$ cat src/dac_code_pkg.sv
// constants, register map and types for the converter code path
package dac_code_pkg;
	localparam int CODE_W = 16;
	localparam int FAULT_W = 8;
	localparam logic [7:0] DATA_OFS = 8'h00;
	localparam logic [7:0] GAIN_OFS = 8'h04;
	localparam logic [7:0] OFFSET_OFS = 8'h08;
	localparam logic [7:0] CLR_CODE_OFS = 8'h0C;
	localparam logic [7:0] CFG_OFS = 8'h10;
	localparam logic [7:0] FAULT_RESP_OFS = 8'h14;
	localparam logic [7:0] STATUS_OFS = 8'h18;
	localparam logic [15:0] DATA_RST = 16'h0000;
	localparam logic [15:0] GAIN_RST = 16'h8000;
	localparam logic [15:0] OFFSET_RST = 16'h0000;
	localparam logic [15:0] CLR_CODE_RST = 16'h0000;
	localparam logic [10:0] CFG_RST = 11'h000;
	localparam logic [15:0] FAULT_RESP_RST = 16'h0000;
	localparam logic [15:0] FULL_RES_MASK = 16'hFFFF;
	localparam logic [15:0] LOW_RES_MASK = 16'hFFFC;
	localparam logic [16:0] GAIN_HALF = 17'h08000;
	localparam logic [18:0] CODE_MAX = 19'h0FFFF;
	localparam int CFG_SLEW_EN = 0;
	localparam int CFG_STEP_LO = 1;
	localparam int CFG_RATE_LO = 4;
	localparam int CFG_PROFILE = 7;
	localparam int CFG_RANGE = 8;
	localparam int CFG_FB_SPAN = 9;
	localparam int CFG_FORCE_FB = 10;
	localparam int RESP_ACT_LO = 0;
	localparam int RESP_MASK_LO = 8;
	localparam int SUPPLY_FAULT_BIT = 0;
	localparam int STAT_CLEAR_BIT = 16;
	localparam int STAT_SLEW_BIT = 17;
	localparam int CLK_PERIOD_NS = 20;
	localparam int SIN_EDGE_SHIFT = 2;
	localparam int SIN_BOOST_SHIFT = 2;
	localparam logic [1:0] HTRANS_NONSEQ = 2'b10;
	localparam logic [15:0] SLEW_STEP_LSB [8] = '{16'h0001, 16'h0002, 16'h0004, 16'h0008,
		16'h0010, 16'h0020, 16'h0040, 16'h0080};
	localparam int SLEW_PERIOD_NS [8] = '{500, 1000, 2000, 4000, 8000, 16000, 32000, 64000};
	typedef enum logic [1:0] {
		ACT_NONE = 2'b00,
		ACT_CLEAR = 2'b01,
		ACT_HOLD = 2'b10,
		ACT_RSVD = 2'b11
	} fault_act_e;
	typedef enum logic {
		SLEW_IDLE = 1'b0,
		SLEW_RUN = 1'b1
	} slew_state_e;
endpackage

$ cat src/dac_code_path_slew_clear.sv
// converter code path: calibration, digital slew and clear state behind an AHB-Lite slave
// Behaviour
// (RULE1) output code limited to 0 through 2^N-1
// (RULE2) range from fallback span bit while clearing
// (RULE3) software rewrites data after changing trims
// (RULE4) gain factor is half plus gain/2^N
// (RULE5) gain left justified, low bits ignored narrow
// (RULE6) offset is left-justified two's complement
// (RULE7) code equals data times gain plus offset
// (RULE8) multiplier product truncated, never rounded
// (RULE9) data left justified, low bits ignored narrow
// (RULE10) slew off after reset, enable bit
// (RULE11) stepped slew: step field and rate field
// (RULE12) clear state slews toward clear code
// (RULE13) data write slews from present code
// (RULE14) update rate independent of output range
// (RULE15) linear slew default, sinusoidal selectable
// (RULE16) slew disable mid-slew jumps to target
// (RULE17) clear drives clear code and fallback range
// (RULE18) clear from command bit, alarm or pin
// (RULE19) alarm clear gated by action and masks
// (RULE20) clear pin or serial input by mode
// (RULE21) supply fault raises alarm, applies action
// (RULE22) leaving clear returns to data code
//
// The implementer's own choices: the AHB-Lite interface to the registers and the register offsets.
module dac_code_path_slew_clear
	import dac_code_pkg::*;
#(
	parameter bit LOW_RES = 1'b0
) (
	input wire logic CORE_CLK_I,
	input wire logic RST_N_I,
	input wire logic HSEL_I,
	input wire logic [31:0] HADDR_I,
	input wire logic [1:0] HTRANS_I,
	input wire logic HWRITE_I,
	input wire logic [2:0] HSIZE_I,
	input wire logic [31:0] HWDATA_I,
	input wire logic HREADY_I,
	output logic HREADYOUT_O,
	output logic HRESP_O,
	output logic [31:0] HRDATA_O,
	input wire logic FALLBACK_INPUT_PIN_I,
	input wire logic BREAK_SDI_I,
	input wire logic BREAK_MODE_LINK_I,
	input wire logic [FAULT_W-1:0] FAULT_EVENTS_I,
	output logic [CODE_W-1:0] DAC_CODE_O,
	output logic RANGE_SEL_O,
	output logic CLEAR_STATE_O,
	output logic SLEWING_O
);

	// bus address phase capture
	logic wr_pend_q;
	logic [7:0] wr_addr_q;
	logic [31:0] rdata_q;
	// registers
	logic [15:0] data_q;
	logic [15:0] gain_q;
	logic [15:0] offset_q;
	logic [15:0] fb_code_q;
	logic [10:0] cfg_q;
	logic [15:0] fault_resp_q;
	// code path state
	logic cal_load_q;
	logic [15:0] cal_target_q;
	logic [15:0] code_q;
	logic [15:0] last_target_q;
	logic [15:0] start_q;
	logic [11:0] tick_cnt_q;
	logic range_q;
	logic clear_q;
	slew_state_e state_q;

	// ---- bus decode ----
	wire logic addr_valid = HSEL_I & HREADY_I & HTRANS_I[1];
	wire logic wr_take = addr_valid & HWRITE_I;
	wire logic rd_take = addr_valid & ~HWRITE_I;
	wire logic [7:0] rd_addr = HADDR_I[7:0];
	wire logic [7:0] in_range = {HADDR_I[31:8] == 24'h000000, 7'h00} >> 7;
	wire logic wr_data = wr_pend_q & (wr_addr_q == DATA_OFS);
	wire logic wr_gain = wr_pend_q & (wr_addr_q == GAIN_OFS);
	wire logic wr_offset = wr_pend_q & (wr_addr_q == OFFSET_OFS);
	wire logic wr_fb_code = wr_pend_q & (wr_addr_q == CLR_CODE_OFS);
	wire logic wr_cfg = wr_pend_q & (wr_addr_q == CFG_OFS);
	wire logic wr_fault_resp = wr_pend_q & (wr_addr_q == FAULT_RESP_OFS);

	// ---- configuration fields ----
	wire logic slew_enable = cfg_q[CFG_SLEW_EN];
	wire logic [2:0] slew_step_size = cfg_q[CFG_STEP_LO +: 3];
	wire logic [2:0] slew_update_rate = cfg_q[CFG_RATE_LO +: 3];
	wire logic slew_profile_select = cfg_q[CFG_PROFILE];
	wire logic span_select = cfg_q[CFG_RANGE];
	wire logic fallback_span_select = cfg_q[CFG_FB_SPAN];
	wire logic force_fallback_cmd = cfg_q[CFG_FORCE_FB];
	wire logic [1:0] fault_act_raw = fault_resp_q[RESP_ACT_LO +: 2];
	wire logic [FAULT_W-1:0] fault_mask = fault_resp_q[RESP_MASK_LO +: FAULT_W];

	// ---- alarm gating, one term per fault condition ----
	logic [FAULT_W-1:0] fault_live;
	genvar gi;
	generate
		for (gi = 0; gi < FAULT_W; gi++) begin : g_fault
			// a masked condition never reaches the action logic
			assign fault_live[gi] = FAULT_EVENTS_I[gi] & ~fault_mask[gi]; // see (RULE19)
		end
	endgenerate
	// supply-window fault sits on its own bit and follows the same action path
	wire logic supply_alarm = fault_live[SUPPLY_FAULT_BIT]; // see (RULE21)
	wire logic alarm_any = (|fault_live) | supply_alarm;
	wire logic alarm_clear = alarm_any & (fault_act_raw == ACT_CLEAR); // see (RULE19) (RULE21)

	// ---- clear sources ----
	// in break mode the dedicated pin is tied low outside, the serial input carries clear
	wire logic pin_clear = BREAK_MODE_LINK_I ? BREAK_SDI_I : FALLBACK_INPUT_PIN_I; // see (RULE20)
	wire logic clear_active = force_fallback_cmd | alarm_clear | pin_clear; // see (RULE18)

	// ---- calibration ----
	wire logic [15:0] res_mask = LOW_RES ? LOW_RES_MASK : FULL_RES_MASK;
	wire logic [15:0] data_eff = data_q & res_mask; // see (RULE9)
	wire logic [15:0] gain_eff = gain_q & res_mask; // see (RULE5)
	wire logic [15:0] offset_eff = offset_q & res_mask; // see (RULE6)
	// factor scaled by 2^16: one half is 0x8000, gain adds directly
	wire logic [16:0] gain_factor = GAIN_HALF + {1'b0, gain_eff}; // see (RULE4)
	wire logic [32:0] cal_product = data_eff * gain_factor;
	// low sixteen bits dropped, no rounding term added
	wire logic [16:0] cal_scaled = cal_product[32:16]; // see (RULE8)
	wire logic signed [18:0] cal_sum = $signed({2'b00, cal_scaled})
		+ $signed({{3{offset_eff[15]}}, offset_eff}); // see (RULE7) (RULE6)
	logic [15:0] cal_code;
	always_comb begin
		// saturate so the code never wraps between the rails
		if (cal_sum < 0) begin
			cal_code = 16'h0000; // see (RULE1)
		end else if (cal_sum > $signed(CODE_MAX)) begin
			cal_code = 16'hFFFF & res_mask; // see (RULE1)
		end else begin
			cal_code = cal_sum[15:0] & res_mask;
		end
	end

	// ---- target selection ----
	wire logic [15:0] fb_code_eff = fb_code_q & res_mask;
	// leaving clear falls back to the last calibrated data target
	wire logic [15:0] target = clear_active ? fb_code_eff : cal_target_q; // see (RULE17) (RULE22)
	wire logic retarget = target != last_target_q;

	// ---- slew tick divider, same periods for every range ----
	wire logic [11:0] period_cycles = 12'(SLEW_PERIOD_NS[slew_update_rate] / CLK_PERIOD_NS); // see (RULE14)
	wire logic tick = tick_cnt_q >= (period_cycles - 12'h001); // see (RULE11)

	// ---- step computation ----
	wire logic [15:0] base_step = SLEW_STEP_LSB[slew_step_size]; // see (RULE11)
	wire logic going_up = target > code_q;
	wire logic [15:0] remaining = going_up ? (target - code_q) : (code_q - target);
	wire logic [15:0] travelled = (code_q > start_q) ? (code_q - start_q) : (start_q - code_q);
	wire logic [15:0] span_total = travelled + remaining;
	wire logic [15:0] edge_len = span_total >> SIN_EDGE_SHIFT;
	// sinusoidal: slow near both ends, faster through the middle half
	wire logic in_edge = (travelled < edge_len) | (remaining < edge_len);
	wire logic [16:0] boosted = {1'b0, base_step} << SIN_BOOST_SHIFT;
	wire logic [16:0] step_wide = (slew_profile_select & ~in_edge) ? boosted
		: {1'b0, base_step}; // see (RULE15)
	wire logic overshoot = step_wide >= {1'b0, remaining};
	wire logic [15:0] step_val = step_wide[15:0];
	wire logic [15:0] next_code = overshoot ? target
		: (going_up ? (code_q + step_val) : (code_q - step_val));

	// ---- read mux ----
	wire logic [31:0] status_word = {14'h0000, state_q == SLEW_RUN, clear_q, code_q};
	logic [31:0] rd_mux;
	always_comb begin
		unique case (rd_addr)
			DATA_OFS: rd_mux = {16'h0000, data_q};
			GAIN_OFS: rd_mux = {16'h0000, gain_q};
			OFFSET_OFS: rd_mux = {16'h0000, offset_q};
			CLR_CODE_OFS: rd_mux = {16'h0000, fb_code_q};
			CFG_OFS: rd_mux = {21'h000000, cfg_q};
			FAULT_RESP_OFS: rd_mux = {16'h0000, fault_resp_q};
			STATUS_OFS: rd_mux = status_word;
			default: rd_mux = 32'h00000000;
		endcase
	end

	// ---- bus slave: zero wait states, always OKAY ----
	always_ff @(posedge CORE_CLK_I) begin
		if (!RST_N_I) begin
			wr_pend_q <= 1'b0;
			wr_addr_q <= 8'h00;
			rdata_q <= 32'h00000000;
		end else begin
			wr_pend_q <= wr_take & in_range[0];
			wr_addr_q <= rd_addr;
			if (rd_take) begin
				rdata_q <= in_range[0] ? rd_mux : 32'h00000000;
			end
		end
	end

	// ---- register writes ----
	always_ff @(posedge CORE_CLK_I) begin
		if (!RST_N_I) begin
			data_q <= DATA_RST;
			gain_q <= GAIN_RST;
			offset_q <= OFFSET_RST;
			fb_code_q <= CLR_CODE_RST;
			cfg_q <= CFG_RST; // see (RULE10) (RULE15)
			fault_resp_q <= FAULT_RESP_RST;
		end else begin
			if (wr_data) begin
				data_q <= HWDATA_I[15:0];
			end
			if (wr_gain) begin
				gain_q <= HWDATA_I[15:0];
			end
			if (wr_offset) begin
				offset_q <= HWDATA_I[15:0];
			end
			if (wr_fb_code) begin
				fb_code_q <= HWDATA_I[15:0];
			end
			if (wr_cfg) begin
				cfg_q <= HWDATA_I[10:0];
			end
			if (wr_fault_resp) begin
				fault_resp_q <= HWDATA_I[15:0];
			end
		end
	end

	// ---- calibrated target latched only after a data write ----
	// trims written alone do not move the output until data is rewritten
	always_ff @(posedge CORE_CLK_I) begin
		if (!RST_N_I) begin
			cal_load_q <= 1'b0;
			cal_target_q <= 16'h0000;
		end else begin
			cal_load_q <= wr_data;
			if (cal_load_q) begin
				cal_target_q <= cal_code; // see (RULE3) (RULE7)
			end
		end
	end

	// ---- tick divider ----
	always_ff @(posedge CORE_CLK_I) begin
		if (!RST_N_I) begin
			tick_cnt_q <= 12'h000;
		end else if (retarget | tick | (state_q == SLEW_IDLE)) begin
			tick_cnt_q <= 12'h000;
		end else begin
			tick_cnt_q <= tick_cnt_q + 12'h001;
		end
	end

	// ---- code update and slew state ----
	always_ff @(posedge CORE_CLK_I) begin
		if (!RST_N_I) begin
			state_q <= SLEW_IDLE;
			code_q <= 16'h0000;
			last_target_q <= 16'h0000;
			start_q <= 16'h0000;
		end else begin
			last_target_q <= target;
			if (!slew_enable) begin
				// no stepping; an aborted slew lands on its target at once
				code_q <= target; // see (RULE10) (RULE16)
				state_q <= SLEW_IDLE;
			end else if (retarget) begin
				// new data or clear change: restart from the present code
				start_q <= code_q; // see (RULE13) (RULE12) (RULE22)
				state_q <= SLEW_RUN;
			end else if (state_q == SLEW_RUN && tick) begin
				code_q <= next_code; // see (RULE11)
				if (next_code == target) begin
					state_q <= SLEW_IDLE;
				end
			end else if (state_q == SLEW_IDLE && code_q != target) begin
				start_q <= code_q;
				state_q <= SLEW_RUN;
			end
		end
	end

	// ---- range and clear state outputs ----
	always_ff @(posedge CORE_CLK_I) begin
		if (!RST_N_I) begin
			range_q <= 1'b0;
			clear_q <= 1'b0;
		end else begin
			range_q <= clear_active ? fallback_span_select : span_select; // see (RULE2) (RULE17)
			clear_q <= clear_active;
		end
	end

	assign HREADYOUT_O = 1'b1;
	assign HRESP_O = 1'b0;
	assign HRDATA_O = rdata_q;
	assign DAC_CODE_O = code_q; // see (RULE1)
	assign RANGE_SEL_O = range_q;
	assign CLEAR_STATE_O = clear_q;
	assign SLEWING_O = state_q == SLEW_RUN;

endmodule // dac_code_path_slew_clear

$ cat config.mk
export PLATFORM = sky130hd
export DESIGN_NAME = dac_code_path_slew_clear
export DESIGN_NICKNAME = d
export VERILOG_FILES = /design/src/dac_code_pkg.sv /design/src/dac_code_path_slew_clear.sv
export SDC_FILE = /design/constraint.sdc
export NUM_CORES = 1
export LEC_CHECK = 0
export BUFFER_PORTS_ARGS = -buffer_cell sky130_fd_sc_hd__buf_2
export CORE_ASPECT_RATIO = 0.6
export CORE_MARGIN = 2
export CORE_UTILIZATION = 40
export DETAILED_ROUTE_END_ITERATION = 8
export PLACE_DENSITY_LB_ADDON = 0.2
export SYNTH_ARGS = -nofsm -noshare
export SYNTH_HDL_FRONTEND = slang
export SYNTH_SLANG_ARGS = --single-unit
$ cat constraint.sdc
create_clock -name CORE_CLK_I -period 15.3 [get_ports CORE_CLK_I]
set_clock_uncertainty 0.15 [all_clocks]
set_input_delay 1.53 -clock CORE_CLK_I [delete_from_list [all_inputs] [get_ports CORE_CLK_I]]
set_output_delay 1.53 -clock CORE_CLK_I [all_outputs]
set_load 0.01 [all_outputs]
Word-level counts from Yosys, hierarchy flattened:

Memories as Yosys holds them, arrays and structs flattened.
Cells that the tools add are included.
W data, S select, Z words.

* register bits: 212
* bits in read-only memories: 384
* bits of input ports: 85
* output and inout bits: 53
* word-level logic and storage cells: 142
* memories: 2

* $add $sub $neg: 11
* multiply operators: 1
* div/mod/pow operators: 1
* magnitude comparators: 10
* equality and inequality tests: 19
* muxes and demuxes: 26
* bitwise logic cells: 41
* reductions and logical operators: 13

Memories
* (name not given): depth 8, width 32, read ports 1, clocked after Yosys merged registers in 0, wr ports 0, RTL line dac_code_path_slew_clear.sv:150 `wire logic [11:0] period_cycles = 12'(SLEW_PERIOD_NS[slew_update_rate] / CLK_PERIOD_NS);`
* (name not given): depth 8, width 16, read ports 1, clocked after Yosys merged registers in 0, wr ports 0, RTL line dac_code_path_slew_clear.sv:154 `wire logic [15:0] base_step = SLEW_STEP_LSB[slew_step_size];`

Operators by type and width (count)
* $mux W16: 15
* $pmux W18 S7: 1
* $sub A16 B16 Y16: 5
* $mux W32: 2
* $eq A8 B5 Y1 const B: 5
* $mul A16 B17 Y33: 1
* $add A16 B16 Y16: 2
* $div A32 B6 Y32 const B: 1
* $eq A8 B4 Y1 const B: 4
* $gt A16 B16 Y1: 2
* $lt A16 B14 Y1: 2
* $ne A16 B16 Y1: 2
* $logic_not A24 Y1: 1
* $and A1 B1 Y1: 21
* $add A18 B16 Y19: 1
* $gt A19 B17 Y1 const B: 1
* $lt A19 B1 Y1 const B: 1
* $mux W18: 1
* $add A16 B16 Y17 const A: 1
* $ge A17 B16 Y1: 1
* $mux W17: 1
* $eq A16 B16 Y1: 1
* $eq A8 B3 Y1 const B: 2
* $logic_not A8 Y1: 2
* 19 further kinds: 46

Depth between registers and ports, before layout:

* word-level depth: 23
* depth in mapped cells: 76

Least setup slack after synthesis:

OpenSTA, ideal clock, no wires.

* path type: input-to-reg
* start point: in FAULT_EVENTS_I[5]
* end point: reg state_q (netlist: SLEWING_O)
* arrival: 13.937 ns
* required time: 15.035 ns
* slack: 1.098 ns
* stages on the path: 73
* cells stage by stage: inv_1 -> o22ai_1 -> nor4_1 -> o21ai_0 -> buf_1 -> clkbuf_1 -> mux2i_1 -> inv_1 -> ha_1 -> a21o_1 -> a21o_1 -> a21o_1 -> a21oi_1 -> inv_1 -> a21o_1 -> a21oi_1 -> o31ai_1 -> o21ai_1 -> (+37 left out) -> o21ai_0 -> nand2b_1 -> a21oi_1 -> o21bai_1 -> a21oi_1 -> o21bai_1 -> a21oi_1 -> o21bai_1 -> a21oi_1 -> nor2_1 -> o21ai_0 -> nand2b_1 -> a21oi_1 -> xnor2_1 -> xnor2_1 -> nor4_1 -> o21ai_0 -> and3_1

* longest elaborated chain between the ends: 21

Ends and longest elaborated chain
* start: declaration: RTL line dac_code_path_slew_clear.sv:47 `input wire logic [FAULT_W-1:0] FAULT_EVENTS_I,`
* $and A1 B1 Y1 (*): RTL line dac_code_path_slew_clear.sv:106 `assign fault_live[gi] = FAULT_EVENTS_I[gi] & ~fault_mask[gi];`
* $reduce_or A8 Y1 (*): RTL line dac_code_path_slew_clear.sv:111 `wire logic alarm_any = (|fault_live) | supply_alarm;`
* $or A1 B1 Y1 (*): RTL line dac_code_path_slew_clear.sv:111
* $and A1 B1 Y1 (*): RTL line dac_code_path_slew_clear.sv:112 `wire logic alarm_clear = alarm_any & (fault_act_raw == ACT_CLEAR);`
* $or A1 B1 Y1 (*) (2 in series): RTL line dac_code_path_slew_clear.sv:117 `wire logic clear_active = force_fallback_cmd | alarm_clear | pin_clear;`
* $mux W16 (*): RTL line dac_code_path_slew_clear.sv:146 `wire logic [15:0] target = clear_active ? fb_code_eff : cal_target_q;`
* named net target[2]: RTL line dac_code_path_slew_clear.sv:146
* $sub A16 B16 Y16 / $gt A16 B16 Y1 (equally long branches): RTL line dac_code_path_slew_clear.sv:156, dac_code_path_slew_clear.sv:155
* (+5 left out)
* $and A1 B1 Y1: RTL line dac_code_path_slew_clear.sv:163 `wire logic [16:0] step_wide = (slew_profile_select & ~in_edge) ? boosted`
* $mux W17: RTL line dac_code_path_slew_clear.sv:163
* $sub A16 B16 Y16 / $add A16 B16 Y16 (equally long branches): RTL line dac_code_path_slew_clear.sv:168 `: (going_up ? (code_q + step_val) : (code_q - step_val));`
* $mux W16: RTL line dac_code_path_slew_clear.sv:168
* $mux W16: RTL line dac_code_path_slew_clear.sv:167 `wire logic [15:0] next_code = overshoot ? target`
* $eq A16 B16 Y1: RTL line dac_code_path_slew_clear.sv:276 `if (next_code == target) begin`
* $ne A3 B2 Y1 (no line)
* $reduce_and A2 Y1 (no line)
* end signal: assignment: RTL line dac_code_path_slew_clear.sv:273 `state_q <= SLEW_RUN;`
* end signal: assignment: RTL line dac_code_path_slew_clear.sv:277 `state_q <= SLEW_IDLE;`
* end signal: assignment: RTL line dac_code_path_slew_clear.sv:281 `state_q <= SLEW_RUN;`
* end: declaration: RTL line dac_code_path_slew_clear.sv:74 `slew_state_e state_q;`

Mark *: on every way through the listed nets, which the timed path passes. The rest lies on a longest branch.
A chain may end at the register's enable or synchronous reset.

Worst setup path after layout:

* start point: in FAULT_EVENTS_I[0]
* end point: reg state_q (netlist: SLEWING_O)

* longest elaborated chain between the ends: 21

Ends and longest elaborated chain (RTL line)
* $and A1 B1 Y1 (*): dac_code_path_slew_clear.sv:106
* $reduce_or A8 Y1: dac_code_path_slew_clear.sv:111
* $or A1 B1 Y1 (*): dac_code_path_slew_clear.sv:111
* $and A1 B1 Y1 (*): dac_code_path_slew_clear.sv:112
* $or A1 B1 Y1 (*) (2 in series): dac_code_path_slew_clear.sv:117
* $mux W16 (*): dac_code_path_slew_clear.sv:146
* named net target[3]: dac_code_path_slew_clear.sv:146
* $sub A16 B16 Y16 / $gt A16 B16 Y1 (equally long branches): dac_code_path_slew_clear.sv:156, dac_code_path_slew_clear.sv:155
* (+5 left out)
* $and A1 B1 Y1: dac_code_path_slew_clear.sv:163
* $mux W17: dac_code_path_slew_clear.sv:163
* $sub A16 B16 Y16 / $add A16 B16 Y16 (equally long branches): dac_code_path_slew_clear.sv:168
* $mux W16: dac_code_path_slew_clear.sv:168
* $mux W16: dac_code_path_slew_clear.sv:167
* $eq A16 B16 Y1: dac_code_path_slew_clear.sv:276
* $ne A3 B2 Y1 (no line)
* $reduce_and A2 Y1 (no line)

Marked as above.

==> run metrics <==
status=finished clean; Routed Antenna Nets=0; post-synth cell types=roughly 100; worst vdd ir=approximately 0.079 mV; pre-CTS setup slack=0.485 ns; CP required=15.51 ns; Primary FF master, synth=dfxtp_1; worst-margin pin slew=1.23 ns; WL per Instance=around 20 µm; Core Region=0.0663 mm²; post-layout util=0.435; ratio of cells with drive above 1 in the final layout=0.0877; clock sinks=198; final wirelength=85.6 mm; Pwr per Cell Area=36.1 mW/mm²; TritonCTS clock tree=built; DP HPWL=68.8 mm; Initial Utilization=0.405; Peak Freq=0.0694 GHz; worst relative slew slack=0.173; flop2flop setup slack=1.20 ns; most common cell after layout, fill and taps aside=nand2_1; I/O Pins=138; CP Capture Type=flip-flop; Fill cells=6,788; Synth warnings=0; clk_lat worst skew=0.47 ns; Vias/cell=5.54; Final GP Congestion=0.944; Critical Path Max Stage Delay=about 0.53 ns; sequential area share after synthesis=0.148; Mapped Avg Cell Area=approximately 8 µm²; dominant cell type by area after synthesis=fa_1; DRT iter0 DRCs=2,486; max-cap violations=0; drc violations=0; number of synthesized flops with an enable pin=0; hold_sp=data_eff[6]$_SDFFE_PN0P_; number of synthesized register bits=198; hold path depth=2; full die area=0.0693 mm²; fin crit period=about 14 ns; worst r2r src=cfg_q[5]$_SDFFE_PN0P_; commonest non-fill, non-tap cells in the layout=nand2_1, inv_1, ha_1, nor2_1, a21oi_1; via count of the first global-routing pass=22,500; PortBufs=101; ANT cells=0; drt pass-1 iters=8; Worst Setup Path Type=primary input to flip-flop; post-layout net count=about 4,000; final period utilization=0.942; Worst Hold Class=flip-flop to flip-flop; first-pass GRT wire length=around 140 mm; final slew viol count=0; Synth top area share=0.158; crit-path max FO=15; die height=roughly 200 µm; Crit-path slowest cell=mux2i_1; placed cell count=about 4,300; Rows=73; Fin. Hold Viols=0; Synth async-reset ratio=0; Syn Inst Count=~3,400; Arrival @ worst endpoint=14.62 ns; cts hold-fix bufs=0; crit path from=FAULT_EVENTS_I[0]; routed vias=about 24,000; R2R cell count=49; Congestion Overflow GR=0; Leak=about 14 nW; area of the mapped netlist=0.0268 mm²; root buffer cell=clkbuf_16; slack of the critical path=0.883 ns; die span in x=338 µm; hold-critical path endpoint=data_eff[6]$_SDFFE_PN0P_; H-tree Lvls=4; CP startpoint kind=primary input; Area growth, synth to finish=7.56%; Non-Filler Instances=about 4,300; largest net degree at the start of global routing=96; Worst-path clk slew=approximately 0.080 ns; ranking of synthesized cells by area=fa_1, dfxtp_1, ha_1; gr usage total=0.248; initial antenna violation count=2; number of buffers created by CTS=17; CTS Buffer Depth=2; # setup viols final=0; Critical R2R Capture=DAC_CODE_O[2]$_SDFFE_PN0P_
==> sequential cells by signal, summed over array words and instances, names as in the netlist <==
signal	count
CLEAR_STATE_O	1
DAC_CODE_O	16
HRDATA_O	18
RANGE_SEL_O	1
SLEWING_O	1
cal_load_q	1
cal_target_q	16
cfg_q	11
data_eff	16
fault_resp_q	16
fb_code_eff	16
gain_eff	16
last_target_q	16
offset_eff	16
start_q	16
tick_cnt_q	12
wr_addr_q	8
wr_pend_q	1
==> metal layers <==
metal	track usage	wire (µm)	vias up
li1	-	-	11500
met2	0.325	31700	963
met3	0.0380	7580	39
met4	0.0283	500	0
met1	0.420	45800	11400
met5	0	0	-
==> through the flow <==
step | instance area [µm²] | total power, mW | hold WS, ns | TNS (ns)
2_1_floorplan | 26900 | 0.554 | 0.291 | 0
5_1_grt | 28900 | 1.08 | 0.342 | -0.0126
6_report | 28900 | 1.04 | 0.311 | 0
3_3_place_gp | 28200 | 0.574 | 0.294 | 0
3_5_place_dp | 28200 | 0.574 | 0.299 | 0
4_1_cts | 28800 | 1.05 | 0.310 | 0
==> worst max-delay path by stage <==
| stage | cells past startpoint | slack (ns) | to |
|---|---|---|---|
| floorplan | 73 | 1.10 | SLEWING_O$_SDFFE_PN0P_ |
| global placement | 68 | 0.67 | SLEWING_O$_SDFFE_PN0P_ |
| detailed placement | 67 | 0.49 | SLEWING_O$_SDFFE_PN0P_ |
| CTS | 67 | 0.91 | SLEWING_O$_SDFFE_PN0P_ |
| global route | 71 | -0.01 | SLEWING_O$_SDFFE_PN0P_ |
| finish | 69 | 0.88 | SLEWING_O$_SDFFE_PN0P_ |
==> cell families (layout without fill, tap and decap cells) <==
kind of cell	count (synthesis)	after routing	share of synthesized area
simple gates	1094	1094	0.198
compound gates	762	762	0.185
buf+inv	553	560	0.0814
fa+ha+maj	481	481	0.283
flops	198	198	0.148
xor+xnor	162	162	0.0528
mux	132	132	0.0517
other cells	2	19	0.000280
==> final cells by class <==
cell class	count	area, µm²	area share
sequential	198	3960	0.137
timing repair buffer	172	1040	0.0360
tap	900	1130	0.0390
multi-input combinational	2650	20800	0.720
inverter	356	1340	0.0464
clock buffer	18	439	0.0152
clock inverter	14	170	0.00589
==> what timing repair did <==
action	4_1_cts	5_1_grt
gates resized for setup	0	1
endpoints found under the setup margin	0	3
endpoints found under the hold margin	0	0
setup buffers	0	4
==> synth_stat cells, drive strengths merged, types with 39 or more instances <==
master / n
nand2: 362
inv: 354
ha: 267
nor2: 257
a21oi: 254
fa: 212
dfxtp: 198
clkbuf: 150
o21ai: 137
mux2i: 107
and2: 104
xnor2: 99
a21o: 87
xor2: 63
nand2b: 62
nor3: 57
nand3: 53
buf: 47
nor2b: 39
==> critical path, delay by kind of cell <==
kind,cells,cell delay [ns]
buffers and inverters,8,1.01
XOR/XNOR,3,0.49
AO/OA/AOI/OAI,36,6.92
multiplexers,1,0.53
AND/OR/NAND/NOR,16,2.48
adder cells (fa/ha/maj),5,1.65
==> where the power goes <==
| group | switching (mW) | total [mW] | internal (mW) | leakage, nW |
|---|---|---|---|---|
| clock network | 0.241 | 0.481 | 0.240 | 0.295 |
| registers | 0.00111 | 0.517 | 0.516 | 1.60 |
| logic | 0.0317 | 0.0455 | 0.0138 | 11.6 |
| total | 0.274 | 1.04 | 0.770 | 13.5 |
No activity file was read; power rests on OpenSTA's default activity.
